## src/cim_pkg.sv

```systemverilog
// Constants and types for the interrupt and power mode controller.
// Assumes one 40 MHz system clock and a classic Wishbone register port.
package cim_pkg;

   // Register indices; byte address is four times the index
   localparam logic [5:0] IDX_VEC_HIGH   = 6'h30;  // Table page byte
   localparam logic [5:0] IDX_STATUS     = 6'h31;  // Mode and flag status, read only
   localparam logic [5:0] IDX_DMA_WAIT   = 6'h32;  // DMA master enable
   localparam logic [5:0] IDX_VEC_LOW    = 6'h33;  // Programmable vector low bits
   localparam logic [5:0] IDX_TRAP_CTL   = 6'h34;  // Trap flag and line enables
   localparam logic [5:0] IDX_IO_CTL     = 6'h3F;  // I/O stop control

   // Field positions
   localparam int TRAP_FLAG_BIT  = 7;              // Trap flag in trap control
   localparam int IO_STOP_BIT    = 5;              // I/O stop in I/O control
   localparam int DMA_MASTER_BIT = 0;              // DMA master enable
   localparam int VEC_LOW_LSB    = 5;              // Low edge of programmable bits

   // Reset values
   localparam logic [2:0] LINE_EN_RST  = 3'h1;     // Line 0 enabled, lines 1 and 2 off
   localparam logic [1:0] INT_MODE_RST = 2'h0;     // Response mode 0
   localparam logic [7:0] VEC_HIGH_RST = 8'h00;
   localparam logic [2:0] VEC_LOW_RST  = 3'h0;

   // Opcodes and restart addresses
   localparam logic [7:0]  OPC_HALT    = 8'h76;    // Halt, also sleep second byte
   localparam logic [15:0] NMI_VEC     = 16'h0066;
   localparam logic [15:0] MODE1_VEC   = 16'h0038;
   localparam logic [15:0] TRAP_VEC    = 16'h0000;
   localparam logic [15:0] RESET_VEC   = 16'h0000;

   // Timing counts in system clocks
   localparam logic [2:0] RST_HOLD_CYC = 3'h6;     // Reset pin low time
   localparam logic [2:0] ACK_WAITS    = 3'h2;     // Wait states on vector fetch
   localparam logic [2:0] ACK_CYC      = 3'h3 + ACK_WAITS;  // T1 T2 Tw Tw T3

   // Response source codes
   localparam logic [3:0] SRC_NMI   = 4'h9;
   localparam logic [3:0] SRC_LINE0 = 4'hA;
   localparam logic [3:0] SRC_TRAP  = 4'hB;
   localparam logic [3:0] SRC_RESET = 4'hC;

   // Operating mode, Gray along run, halt, sleep
   typedef enum logic [1:0] {
      MD_RUN   = 2'b00,
      MD_HALT  = 2'b01,
      MD_SLEEP = 2'b11
   } cim_mode_t;

   // Vector acknowledge cycle
   typedef enum logic [1:0] {
      AK_IDLE = 2'b00,
      AK_BUS  = 2'b01,
      AK_DONE = 2'b11
   } cim_ack_t;

endpackage : cim_pkg

```

## src/cim_intc.sv

```systemverilog
// Interrupt acceptance, vectoring and halt, sleep and I/O stop control.
// Assumes a CPU core that reports opcodes and sample points on clk_i,
// and external pins that are asynchronous and are synchronised here.
// Summary of operation
// - Halt opcode stops execution, halt low
// - Halt keeps clock, refresh, DMA, interrupts
// - Reset pin low six cycles restarts
// - Enabled interrupt or NMI ends halt
// - Sleep stops CPU clock, refresh, DMA
// - Sleep forces address high, data off
// - NMI ends sleep with NMI response
// - Individually masked source keeps sleep
// - Enabled source, global on: respond
// - Enabled source, global off: just resume
// - I/O stop bit halts on-chip I/O
// - I/O stop plus sleep: system stop
// - Fixed priority over twelve sources
// - Undefined opcode traps, flag, vector zero
// - NMI edge: clear DMA, save flag, 0066H
// - Line 0 sampled at last cycle point
// - Line 0 mode chosen, reset mode 0
// - Mode 0 takes instruction from bus
// - Mode 1 pushes PC, vectors 0038H
// - Mode 2 bus vector byte, table fetch
// - Other sources use programmable low-byte bits 7:5
// - Internal sources masked global and locally
// - NMI return restores global flag
//
// The address map and the Wishbone register port were left to the implementer.
module cim_intc
   import cim_pkg::*;
(
   input  wire logic        clk_i,                // System clock
   input  wire logic        rst_i,                // Synchronous reset
   // Wishbone slave
   input  wire logic        wb_cyc_i,
   input  wire logic        wb_stb_i,
   input  wire logic        wb_we_i,
   input  wire logic [7:0]  wb_adr_i,
   input  wire logic [3:0]  wb_sel_i,
   input  wire logic [31:0] wb_dat_i,
   output logic      [31:0] wb_dat_o,
   output logic             wb_ack_o,
   // Pins, asynchronous, active low except the data bus
   input  wire logic        nmi_n_i,
   input  wire logic        line0_n_i,
   input  wire logic        line1_n_i,
   input  wire logic        line2_n_i,
   input  wire logic        cpu_reset_n_i,
   input  wire logic [7:0]  data_bus_i,
   // Core events, same clock
   input  wire logic        opcode_valid_i,       // Opcode fetched this cycle
   input  wire logic [7:0]  opcode_i,
   input  wire logic        prefix_ed_i,          // Opcode is second byte after ED
   input  wire logic        undef_opcode_i,       // Undefined opcode fetched
   input  wire logic        sample_pt_i,          // Line 0 sample point
   input  wire logic        enable_ints_i,
   input  wire logic        mask_all_i,
   input  wire logic        return_from_nmi_i,
   input  wire logic        mode_load_i,          // Set response mode
   input  wire logic [1:0]  mode_sel_i,
   // Internal peripheral requests and their local enables
   input  wire logic [6:0]  periph_req_i,
   input  wire logic [6:0]  periph_en_i,
   // Response to the core
   output logic             resp_valid_o,         // One cycle pulse
   output logic [3:0]       resp_src_o,
   output logic [15:0]      resp_addr_o,          // Restart or table entry address
   output logic             resp_push_pc_o,
   output logic             resp_table_o,         // Address is a vector table entry
   output logic             resp_instr_valid_o,   // Mode 0 instruction taken
   output logic [7:0]       resp_instr_o,
   output logic             sleep_exit_o,         // Resume without response
   output logic             cpu_reset_o,          // Reset sequence active
   // Power and bus control
   output logic             halt_n_o,
   output logic             dummy_fetch_o,
   output logic             cpu_clk_en_o,
   output logic             refresh_en_o,
   output logic             dma_en_o,
   output logic             io_run_o,
   output logic             sys_stop_o,
   output logic             addr_force_high_o,
   output logic             data_oe_o,
   output logic             fetch_cycle_n_o,
   output logic             io_request_strobe_n_o
);

   // Whole module state
   typedef struct packed {
      logic [12:0] pin_s1;      // First synchroniser stage
      logic [12:0] pin_s2;      // Second synchroniser stage
      logic        nmi_d;       // Delayed NMI level for edge detect
      logic        nmi_pend;    // NMI edge waiting for response
      cim_mode_t   mode;
      cim_ack_t    ack;
      logic [2:0]  ack_cnt;
      logic        ack_mode0;   // Ack cycle belongs to mode 0
      logic        global_ie;
      logic        saved_ie;
      logic [1:0]  int_mode;
      logic [7:0]  vec_high;
      logic [2:0]  vec_low;
      logic        trap_flag;
      logic [2:0]  line_en;
      logic        io_stop;
      logic        dma_master;
      logic [2:0]  rst_cnt;
      logic        rst_act;
      logic        resp_valid;
      logic [3:0]  resp_src;
      logic [15:0] resp_addr;
      logic        resp_push;
      logic        resp_table;
      logic        resp_ivld;
      logic [7:0]  resp_instr;
      logic        sleep_exit;
      logic        wb_ack;
      logic [7:0]  wb_dat;
   } cim_state_t;

   cim_state_t st_r;            // Registered state
   cim_state_t st_nxt;          // Next state

   logic       nmi_edge;        // Falling NMI edge seen
   logic       line0_act;       // Line 0 acceptable now
   logic [8:0] vreq;            // Vectored requests, highest first at bit 0
   logic       smp_ok;          // Sampling allowed this cycle
   logic       wb_req;          // New bus request
   logic [5:0] wb_idx;          // Register index
   logic [3:0] vidx;            // Winning vectored source

   // Pin decode from synchronised levels
   assign nmi_edge  = st_r.nmi_d && !st_r.pin_s2[0];
   // Line 0 masked by both flags
   assign line0_act = st_r.global_ie && st_r.line_en[0] && !st_r.pin_s2[1];
   // Internal masked locally and stopped I/O
   assign vreq = {periph_req_i & periph_en_i & {7{!st_r.io_stop}},
                  !st_r.pin_s2[3] && st_r.line_en[2],
                  !st_r.pin_s2[2] && st_r.line_en[1]};
   // Halt and sleep sample at any cycle
   assign smp_ok = (st_r.mode != MD_RUN) || sample_pt_i;
   assign wb_req = wb_cyc_i && wb_stb_i && !st_r.wb_ack;
   assign wb_idx = wb_adr_i[7:2];

   // Next state
   always_comb begin
      st_nxt = st_r;
      vidx = 4'h0;
      for (int i = 8; i >= 0; i--) begin
         if (vreq[i]) begin
            vidx = 4'(i);
         end
      end
      // Synchronisers and edge history
      st_nxt.pin_s1 = {data_bus_i, cpu_reset_n_i, line2_n_i, line1_n_i, line0_n_i, nmi_n_i};
      st_nxt.pin_s2 = st_r.pin_s1;
      st_nxt.nmi_d  = st_r.pin_s2[0];
      // Pulses default low
      st_nxt.resp_valid = 1'b0;
      st_nxt.resp_ivld  = 1'b0;
      st_nxt.sleep_exit = 1'b0;
      st_nxt.wb_ack     = wb_req;
      if (st_r.pin_s2[4]) begin
         st_nxt.rst_cnt = 3'h0;
      end else if (st_r.rst_cnt != RST_HOLD_CYC) begin
         st_nxt.rst_cnt = st_r.rst_cnt + 3'h1;
      end
      st_nxt.rst_act = !st_r.pin_s2[4] && (st_nxt.rst_cnt == RST_HOLD_CYC);
      // Register reads
      if (wb_req) begin
         case (wb_idx)
            IDX_VEC_HIGH: st_nxt.wb_dat = st_r.vec_high;
            IDX_STATUS:   st_nxt.wb_dat = {2'h0, st_r.int_mode, st_r.saved_ie,
                                           st_r.global_ie, st_r.mode};
            IDX_DMA_WAIT: st_nxt.wb_dat = {7'h00, st_r.dma_master};
            IDX_VEC_LOW:  st_nxt.wb_dat = {st_r.vec_low, 5'h00};
            IDX_TRAP_CTL: st_nxt.wb_dat = {st_r.trap_flag, 4'h0, st_r.line_en};
            IDX_IO_CTL:   st_nxt.wb_dat = {2'h0, st_r.io_stop, 5'h00};
            default:      st_nxt.wb_dat = 8'h00;
         endcase
      end
      // Register writes, low byte lane only
      if (wb_req && wb_we_i && wb_sel_i[0]) begin
         case (wb_idx)
            IDX_VEC_HIGH: st_nxt.vec_high = wb_dat_i[7:0];
            IDX_DMA_WAIT: st_nxt.dma_master = wb_dat_i[DMA_MASTER_BIT];
            IDX_VEC_LOW:  st_nxt.vec_low = wb_dat_i[7:VEC_LOW_LSB];
            IDX_TRAP_CTL: begin
               // Writing zero clears the trap flag
               if (!wb_dat_i[TRAP_FLAG_BIT]) begin
                  st_nxt.trap_flag = 1'b0;
               end
               st_nxt.line_en = wb_dat_i[2:0];
            end
            IDX_IO_CTL:   st_nxt.io_stop = wb_dat_i[IO_STOP_BIT];
            default:      st_nxt.io_stop = st_nxt.io_stop;
         endcase
      end
      // Flag instructions from the core
      if (enable_ints_i) begin
         st_nxt.global_ie = 1'b1;
         st_nxt.saved_ie  = 1'b1;
      end else if (mask_all_i) begin
         st_nxt.global_ie = 1'b0;
         st_nxt.saved_ie  = 1'b0;
      end else if (return_from_nmi_i) begin
         st_nxt.global_ie = st_r.saved_ie;
      end
      if (mode_load_i) begin
         st_nxt.int_mode = mode_sel_i;
      end
      // Vector acknowledge cycle
      case (st_r.ack)
         AK_BUS: begin
            if (st_r.ack_cnt == ACK_CYC - 3'h1) begin
               st_nxt.ack = AK_DONE;
            end else begin
               st_nxt.ack_cnt = st_r.ack_cnt + 3'h1;
            end
         end
         AK_DONE: begin
            st_nxt.ack        = AK_IDLE;
            st_nxt.resp_valid = 1'b1;
            st_nxt.resp_src   = SRC_LINE0;
            if (st_r.ack_mode0) begin
               st_nxt.resp_ivld  = 1'b1;
               st_nxt.resp_instr = st_r.pin_s2[12:5];
               st_nxt.resp_addr  = 16'h0000;
               st_nxt.resp_push  = 1'b0;
               st_nxt.resp_table = 1'b0;
            end else begin
               st_nxt.resp_addr  = {st_r.vec_high, st_r.pin_s2[12:5]};
               st_nxt.resp_push  = 1'b1;
               st_nxt.resp_table = 1'b1;
            end
         end
         default: begin
            if (st_r.rst_act) begin
               st_nxt.mode = MD_RUN;
            end else if (undef_opcode_i && st_r.mode == MD_RUN) begin
               st_nxt.trap_flag  = 1'b1;
               st_nxt.resp_valid = 1'b1;
               st_nxt.resp_src   = SRC_TRAP;
               st_nxt.resp_addr  = TRAP_VEC;
               st_nxt.resp_push  = 1'b1;
               st_nxt.resp_table = 1'b0;
            end else if (st_r.nmi_pend) begin
               st_nxt.nmi_pend   = 1'b0;
               st_nxt.dma_master = 1'b0;
               st_nxt.saved_ie   = st_r.global_ie;
               st_nxt.global_ie  = 1'b0;
               st_nxt.mode       = MD_RUN;
               st_nxt.resp_valid = 1'b1;
               st_nxt.resp_src   = SRC_NMI;
               st_nxt.resp_addr  = NMI_VEC;
               st_nxt.resp_push  = 1'b1;
               st_nxt.resp_table = 1'b0;
            end else if (line0_act && smp_ok) begin
               // Line 0 accepted at sample point
               st_nxt.global_ie = 1'b0;
               st_nxt.saved_ie  = 1'b0;
               st_nxt.mode      = MD_RUN;
               if (st_r.int_mode == 2'h1) begin
                  st_nxt.resp_valid = 1'b1;
                  st_nxt.resp_src   = SRC_LINE0;
                  st_nxt.resp_addr  = MODE1_VEC;
                  st_nxt.resp_push  = 1'b1;
                  st_nxt.resp_table = 1'b0;
               end else begin
                  // Modes 0 and 2 run a bus acknowledge
                  st_nxt.ack       = AK_BUS;
                  st_nxt.ack_cnt   = 3'h0;
                  st_nxt.ack_mode0 = (st_r.int_mode == 2'h0);
               end
            end else if (st_r.global_ie && (|vreq) && smp_ok) begin
               // Enabled source ends sleep with response
               st_nxt.global_ie  = 1'b0;
               st_nxt.saved_ie   = 1'b0;
               st_nxt.mode       = MD_RUN;
               st_nxt.resp_valid = 1'b1;
               st_nxt.resp_src   = vidx;
               st_nxt.resp_addr  = {st_r.vec_high, st_r.vec_low, vidx, 1'b0};
               st_nxt.resp_push  = 1'b1;
               st_nxt.resp_table = 1'b1;
            end else if (st_r.mode == MD_SLEEP &&
                         ((st_r.line_en[0] && !st_r.pin_s2[1]) || (|vreq))) begin
               // Only globally masked sources reach here; individually masked ones keep sleep
               st_nxt.mode       = MD_RUN;
               st_nxt.sleep_exit = 1'b1;
            end else if (st_r.mode == MD_RUN && opcode_valid_i && opcode_i == OPC_HALT) begin
               // With I/O stop, the sleep form after ED is system stop
               st_nxt.mode = prefix_ed_i ? MD_SLEEP : MD_HALT;
            end
         end
      endcase
      // NMI edge set wins over its clear
      if (nmi_edge) begin
         st_nxt.nmi_pend = 1'b1;
      end
      if (st_r.rst_act) begin
         st_nxt.ack        = AK_IDLE;
         st_nxt.global_ie  = 1'b0;
         st_nxt.saved_ie   = 1'b0;
         st_nxt.int_mode   = INT_MODE_RST;
         st_nxt.trap_flag  = 1'b0;
         st_nxt.line_en    = LINE_EN_RST;
         st_nxt.io_stop    = 1'b0;
         st_nxt.dma_master = 1'b0;
         st_nxt.nmi_pend   = 1'b0;
         st_nxt.resp_valid = 1'b0;
      end
      // Restart at address zero on release
      if (st_r.rst_act && !st_nxt.rst_act) begin
         st_nxt.resp_valid = 1'b1;
         st_nxt.resp_src   = SRC_RESET;
         st_nxt.resp_addr  = RESET_VEC;
         st_nxt.resp_push  = 1'b0;
         st_nxt.resp_table = 1'b0;
      end
   end

   // State register
   always_ff @(posedge clk_i) begin
      if (rst_i) begin
         st_r          <= '0;
         st_r.pin_s1   <= 13'h1FFF;
         st_r.pin_s2   <= 13'h1FFF;
         st_r.nmi_d    <= 1'b1;
         st_r.mode     <= MD_RUN;
         st_r.ack      <= AK_IDLE;
         st_r.int_mode <= INT_MODE_RST;
         st_r.vec_high <= VEC_HIGH_RST;
         st_r.vec_low  <= VEC_LOW_RST;
         st_r.line_en  <= LINE_EN_RST;
      end else begin
         st_r <= st_nxt;
      end
   end

   // Outputs from state
   assign wb_dat_o              = {24'h000000, st_r.wb_dat};
   assign wb_ack_o              = st_r.wb_ack;
   assign resp_valid_o          = st_r.resp_valid;
   assign resp_src_o            = st_r.resp_src;
   assign resp_addr_o           = st_r.resp_addr;
   assign resp_push_pc_o        = st_r.resp_push;
   assign resp_table_o          = st_r.resp_table;
   assign resp_instr_valid_o    = st_r.resp_ivld;
   assign resp_instr_o          = st_r.resp_instr;
   assign sleep_exit_o          = st_r.sleep_exit;
   assign cpu_reset_o           = st_r.rst_act;
   assign halt_n_o              = (st_r.mode != MD_HALT);
   assign dummy_fetch_o         = (st_r.mode == MD_HALT);
   // Halt keeps clock, refresh and DMA
   assign cpu_clk_en_o          = (st_r.mode != MD_SLEEP);
   assign refresh_en_o          = (st_r.mode != MD_SLEEP);
   assign dma_en_o              = st_r.dma_master && (st_r.mode != MD_SLEEP);
   assign io_run_o              = !st_r.io_stop;
   assign sys_stop_o            = st_r.io_stop && (st_r.mode == MD_SLEEP);
   assign addr_force_high_o     = (st_r.mode == MD_SLEEP);
   assign data_oe_o             = 1'b0;
   assign fetch_cycle_n_o       = (st_r.ack != AK_BUS);
   assign io_request_strobe_n_o = (st_r.ack != AK_BUS);
endmodule : cim_intc

```

## config.mk

```make
export PLATFORM = sky130hd
export DESIGN_NAME = cim_intc
export DESIGN_NICKNAME = d
export VERILOG_FILES = /design/src/cim_pkg.sv /design/src/cim_intc.sv
export SDC_FILE = /design/constraint.sdc
export NUM_CORES = 1
export LEC_CHECK = 0
export BUFFER_PORTS_ARGS = -buffer_cell sky130_fd_sc_hd__buf_2
export CORE_MARGIN = 2
export CORE_UTILIZATION = 50
export CTS_BUF_LIST = sky130_fd_sc_hd__clkbuf_4 sky130_fd_sc_hd__clkbuf_8
export DETAILED_ROUTE_END_ITERATION = 7
export PLACE_DENSITY = 0.81
export SKIP_CTS_REPAIR_TIMING = 1
export SLEW_MARGIN = 20
export SYNTH_ARGS = -nofsm -noshare
export SYNTH_HDL_FRONTEND = slang
export SYNTH_SLANG_ARGS = --single-unit
```

## constraint.sdc

```tcl
create_clock -name clk_i -period 6.4 [get_ports clk_i]
set_clock_uncertainty 0.2 [all_clocks]
set_input_delay 0.32 -clock clk_i [delete_from_list [all_inputs] [get_ports clk_i]]
set_output_delay 0.32 -clock clk_i [all_outputs]
set_load 0.01 [all_outputs]
```

==> impl_metrics.json <==
{
  "gp_congestion": 0.921,
  "setup_viol": 0,
  "final_common_cell": "buf_2",
  "nNetsFinal": 717,
  "min_path_cells": 3,
  "syn_inst": 537,
  "max-slew-margin-rel_pct": 41.7,
  "h-tree-depth": 3,
  "grt_pass1_vias": 3850,
  "coreArea_sq_um": 9730,
  "numCtsBuffers": 9,
  "cts_tree": "done",
  "use_met1_pct": 26.0,
  "pre_cts_ws_ns": 3.66,
  "vias": 4117,
  "viasPerCell": 5.44,
  "synthArstFlopShare_pct": 0,
  "crit_type": "reg -> reg",
  "power_switching_uw": 338,
  "ys_ff_latch": 103,
  "yosys_warnings": 0,
  "io_buffers": 117,
  "cts_root_buf": "clkbuf_8",
  "pin_count": 172,
  "critPathCaptureType": "register",
  "dpl.hpwl_um": 8970,
  "power_mw": 1.21,
  "maxCapViolCount": 0,
  "grt_overflow": 0,
  "period_needed_ns": 2.78,
  "vdd_drop_max_mv": 0.172,
  "wirelength_um": 12000,
  "intPower_uw": 869,
  "layout_common_cells": "buf_2 (117), dfxtp_1 (103), nor2_1 (46)",
  "startpoint_type": "register",
  "synth_seq_area_share_pct": 41.4,
  "path_cells": "nor2b_1, nor4_2, o31a_1, nor3_4, a22o_1",
  "seqPwrFrac_pct": 55.5,
  "worst_slack_ns": 3.62,
  "fin_util_pct": 57.3,
  "clkPwrFrac_pct": 33.4,
  "netlist_area_sq_um": 4980,
  "die_h_um": 104,
  "r2r_cells": 5,
  "finalSetupTns_ns": 0,
  "n_fill_cell": 874,
  "status": "finished, violations left",
  "required_ns": 6.52,
  "globalRoute.busiestLayer": "met2",
  "fin_crit_sh_pct": 43.5,
  "slew_violations": 0,
  "antenna_found_initial": 0,
  "fmax_ghz": 0.359,
  "worst_pin_slew_ns": 0.872,
  "grt_setup_unrepaired": "no",
  "syn_avg_cell_area_sq_um": 9.27,
  "powerDensity_nw_per_um2": 217,
  "cp.arrival_ns": 2.90,
  "netSwitchingFraction_pct": 28.0,
  "clk_pin_slew_ns": 0.11,
  "drive_above_1_share_pct": 30.1,
  "grt_max_degree": 72,
  "p_leak_nw": 2.34,
  "timing_hold_violations_final": 2,
  "grt_util_met2_pct": 38.0,
  "die_area_sq_um": 10800,
  "slowest_stage": "nor2b_1",
  "drt_iter0_markers": 238,
  "hold_class": "in -> reg",
  "whs_ns": -0.00576,
  "row_count": 36,
  "met3_usage_pct": 5.10,
  "avgRoutedWirePerCell_um": 15.9,
  "n_antenna_cell": 0,
  "cp_max_fo": 17,
  "route.detailed.drc": 0,
  "violations": "negative hold slack",
  "synth_edf_count": 0,
  "grt_usage_pct": 21.7,
  "area_delta_synth_final_pct": 11.9,
  "combPwrFrac_pct": 11.1,
  "slowest_delay_ns": 0.75,
  "grt_pass1_wl_um": 18900,
  "synth_cell_type_count": 77,
  "start_util_pct": 51.2,
  "clock-sinks": 103,
  "drt-pass1-iter-count": 5,
  "ant_nets": 0,
  "die_x_um": 104,
  "clock_latency_ns": 0.38,
  "synth-main-ff-cell": "dfxtp_1",
  "cts_buffer_depth": 2
}
-- flip-flops by register name, indices dropped and copies added (netlist names) --
| register | count |
|---|---|
| resp_table_o | 1 |
| wb_dat_o | 8 |
| resp_instr_valid_o | 1 |
| cpu_reset_o | 1 |
| resp_addr_o | 16 |
| wb_ack_o | 1 |
| resp_push_pc_o | 1 |
| sleep_exit_o | 1 |
| resp_instr_o | 8 |
| st_nxt | 14 |
| resp_valid_o | 1 |
| resp_src_o | 4 |
| st_r | 46 |
-- final cells by class --
type                            count  area [sq um]  area share [%]
Clock buffer                        9           124            2.22
Clock inverter                      7          75.1            1.35
Inverter                           12          47.5           0.853
Multi-Input combinational cell    360          2360            42.3
Sequential cell                   103          2060            37.0
Tap cell                          133           166            2.99
Timing Repair Buffer              133           743            13.3
-- worst max-delay path, delay by kind of cell (launching register included) --
| kind | cells | cell delay [ns] |
|---|---|---|
| DFF | 1 | 0.53 |
| and+or+nand+nor | 3 | 1.54 |
| AOI/OAI and AO/OA | 2 | 0.44 |
-- per-layer routing --
metal / wire [um] / vias to the layer above / share of wire, %
met3: 763 / 26 / 6.3
met4: 314 / 0 / 2.6
met1: 4860 / 1942 / 40
met5: 0 / - / 0
met2: 6110 / 162 / 51
li1: - / 1987 / -
-- power groups by stage --
| stage | Sequential [mW] | Clock, mW | Combinational [mW] |
|---|---|---|---|
| finish | 0.670 | 0.404 | 0.134 |
| global route | 0.672 | 0.432 | 0.147 |
| CTS | 0.670 | 0.410 | 0.125 |
| detailed placement | 0.684 | 0 | 0.125 |
| global placement | 0.684 | 0 | 0.122 |
| floorplan | 0.680 | 0 | 0.0983 |
-- per-stage QoR --
| step | instances | cell area, sq um |
|---|---|---|
| after floorplan | 561 | 5070 |
| after global placement | 726 | 5230 |
| after detailed placement | 726 | 5230 |
| after CTS | 742 | 5420 |
| after global routing | 757 | 5570 |
| final | 757 | 5570 |
-- logic make-up after synthesis --
| family | Yosys count | share of synthesized area, % |
|---|---|---|
| buffers and inverters | 98 | 13.1 |
| other | 1 | 0.0753 |
| adder cells (fa/ha/maj) | 4 | 1.01 |
| multiplexers | 24 | 4.85 |
| flip-flops | 103 | 41.4 |
| XOR/XNOR | 1 | 0.176 |
| AO/OA/AOI/OAI | 118 | 18.6 |
| AND/OR/NAND/NOR | 188 | 20.8 |
-- synth_stat cells (5+ instances only) --
master / count / area (sq um)
dfxtp_1: 103 / 2060
buf_4: 63 / 473
nor2_1: 46 / 173
nand2_1: 38 / 143
a21oi_1: 29 / 145
or2_2: 28 / 175
mux2i_1: 23 / 230
nand3_1: 13 / 65.1
nor3_1: 13 / 65.1
o21ai_0: 13 / 65.1
clkbuf_1: 11 / 41.3
inv_1: 11 / 41.3
a32o_1: 10 / 100
a22oi_1: 9 / 67.6
a22o_1: 7 / 61.3
nand2b_1: 7 / 43.8
buf_2: 6 / 30.0
a21o_1: 5 / 37.5
buf_6: 5 / 56.3
nor2b_1: 5 / 31.3
o31ai_1: 5 / 37.5
-- path summary, 6_finish.rpt --
| path | startpoint | endpoint | slack [ns] |
|---|---|---|---|
| worst max-delay path | st_r[71] | resp_addr_o[2] | 3.62 |
| worst min-delay path | wb_dat_i[4] | st_r[59] | -0.006 |
| worst max register to register | st_r[71] | resp_addr_o[2] | 3.62 |
| worst min register to register | st_nxt[86] | st_r[86] | 0.22 |
(Power assumes the default switching activity.)
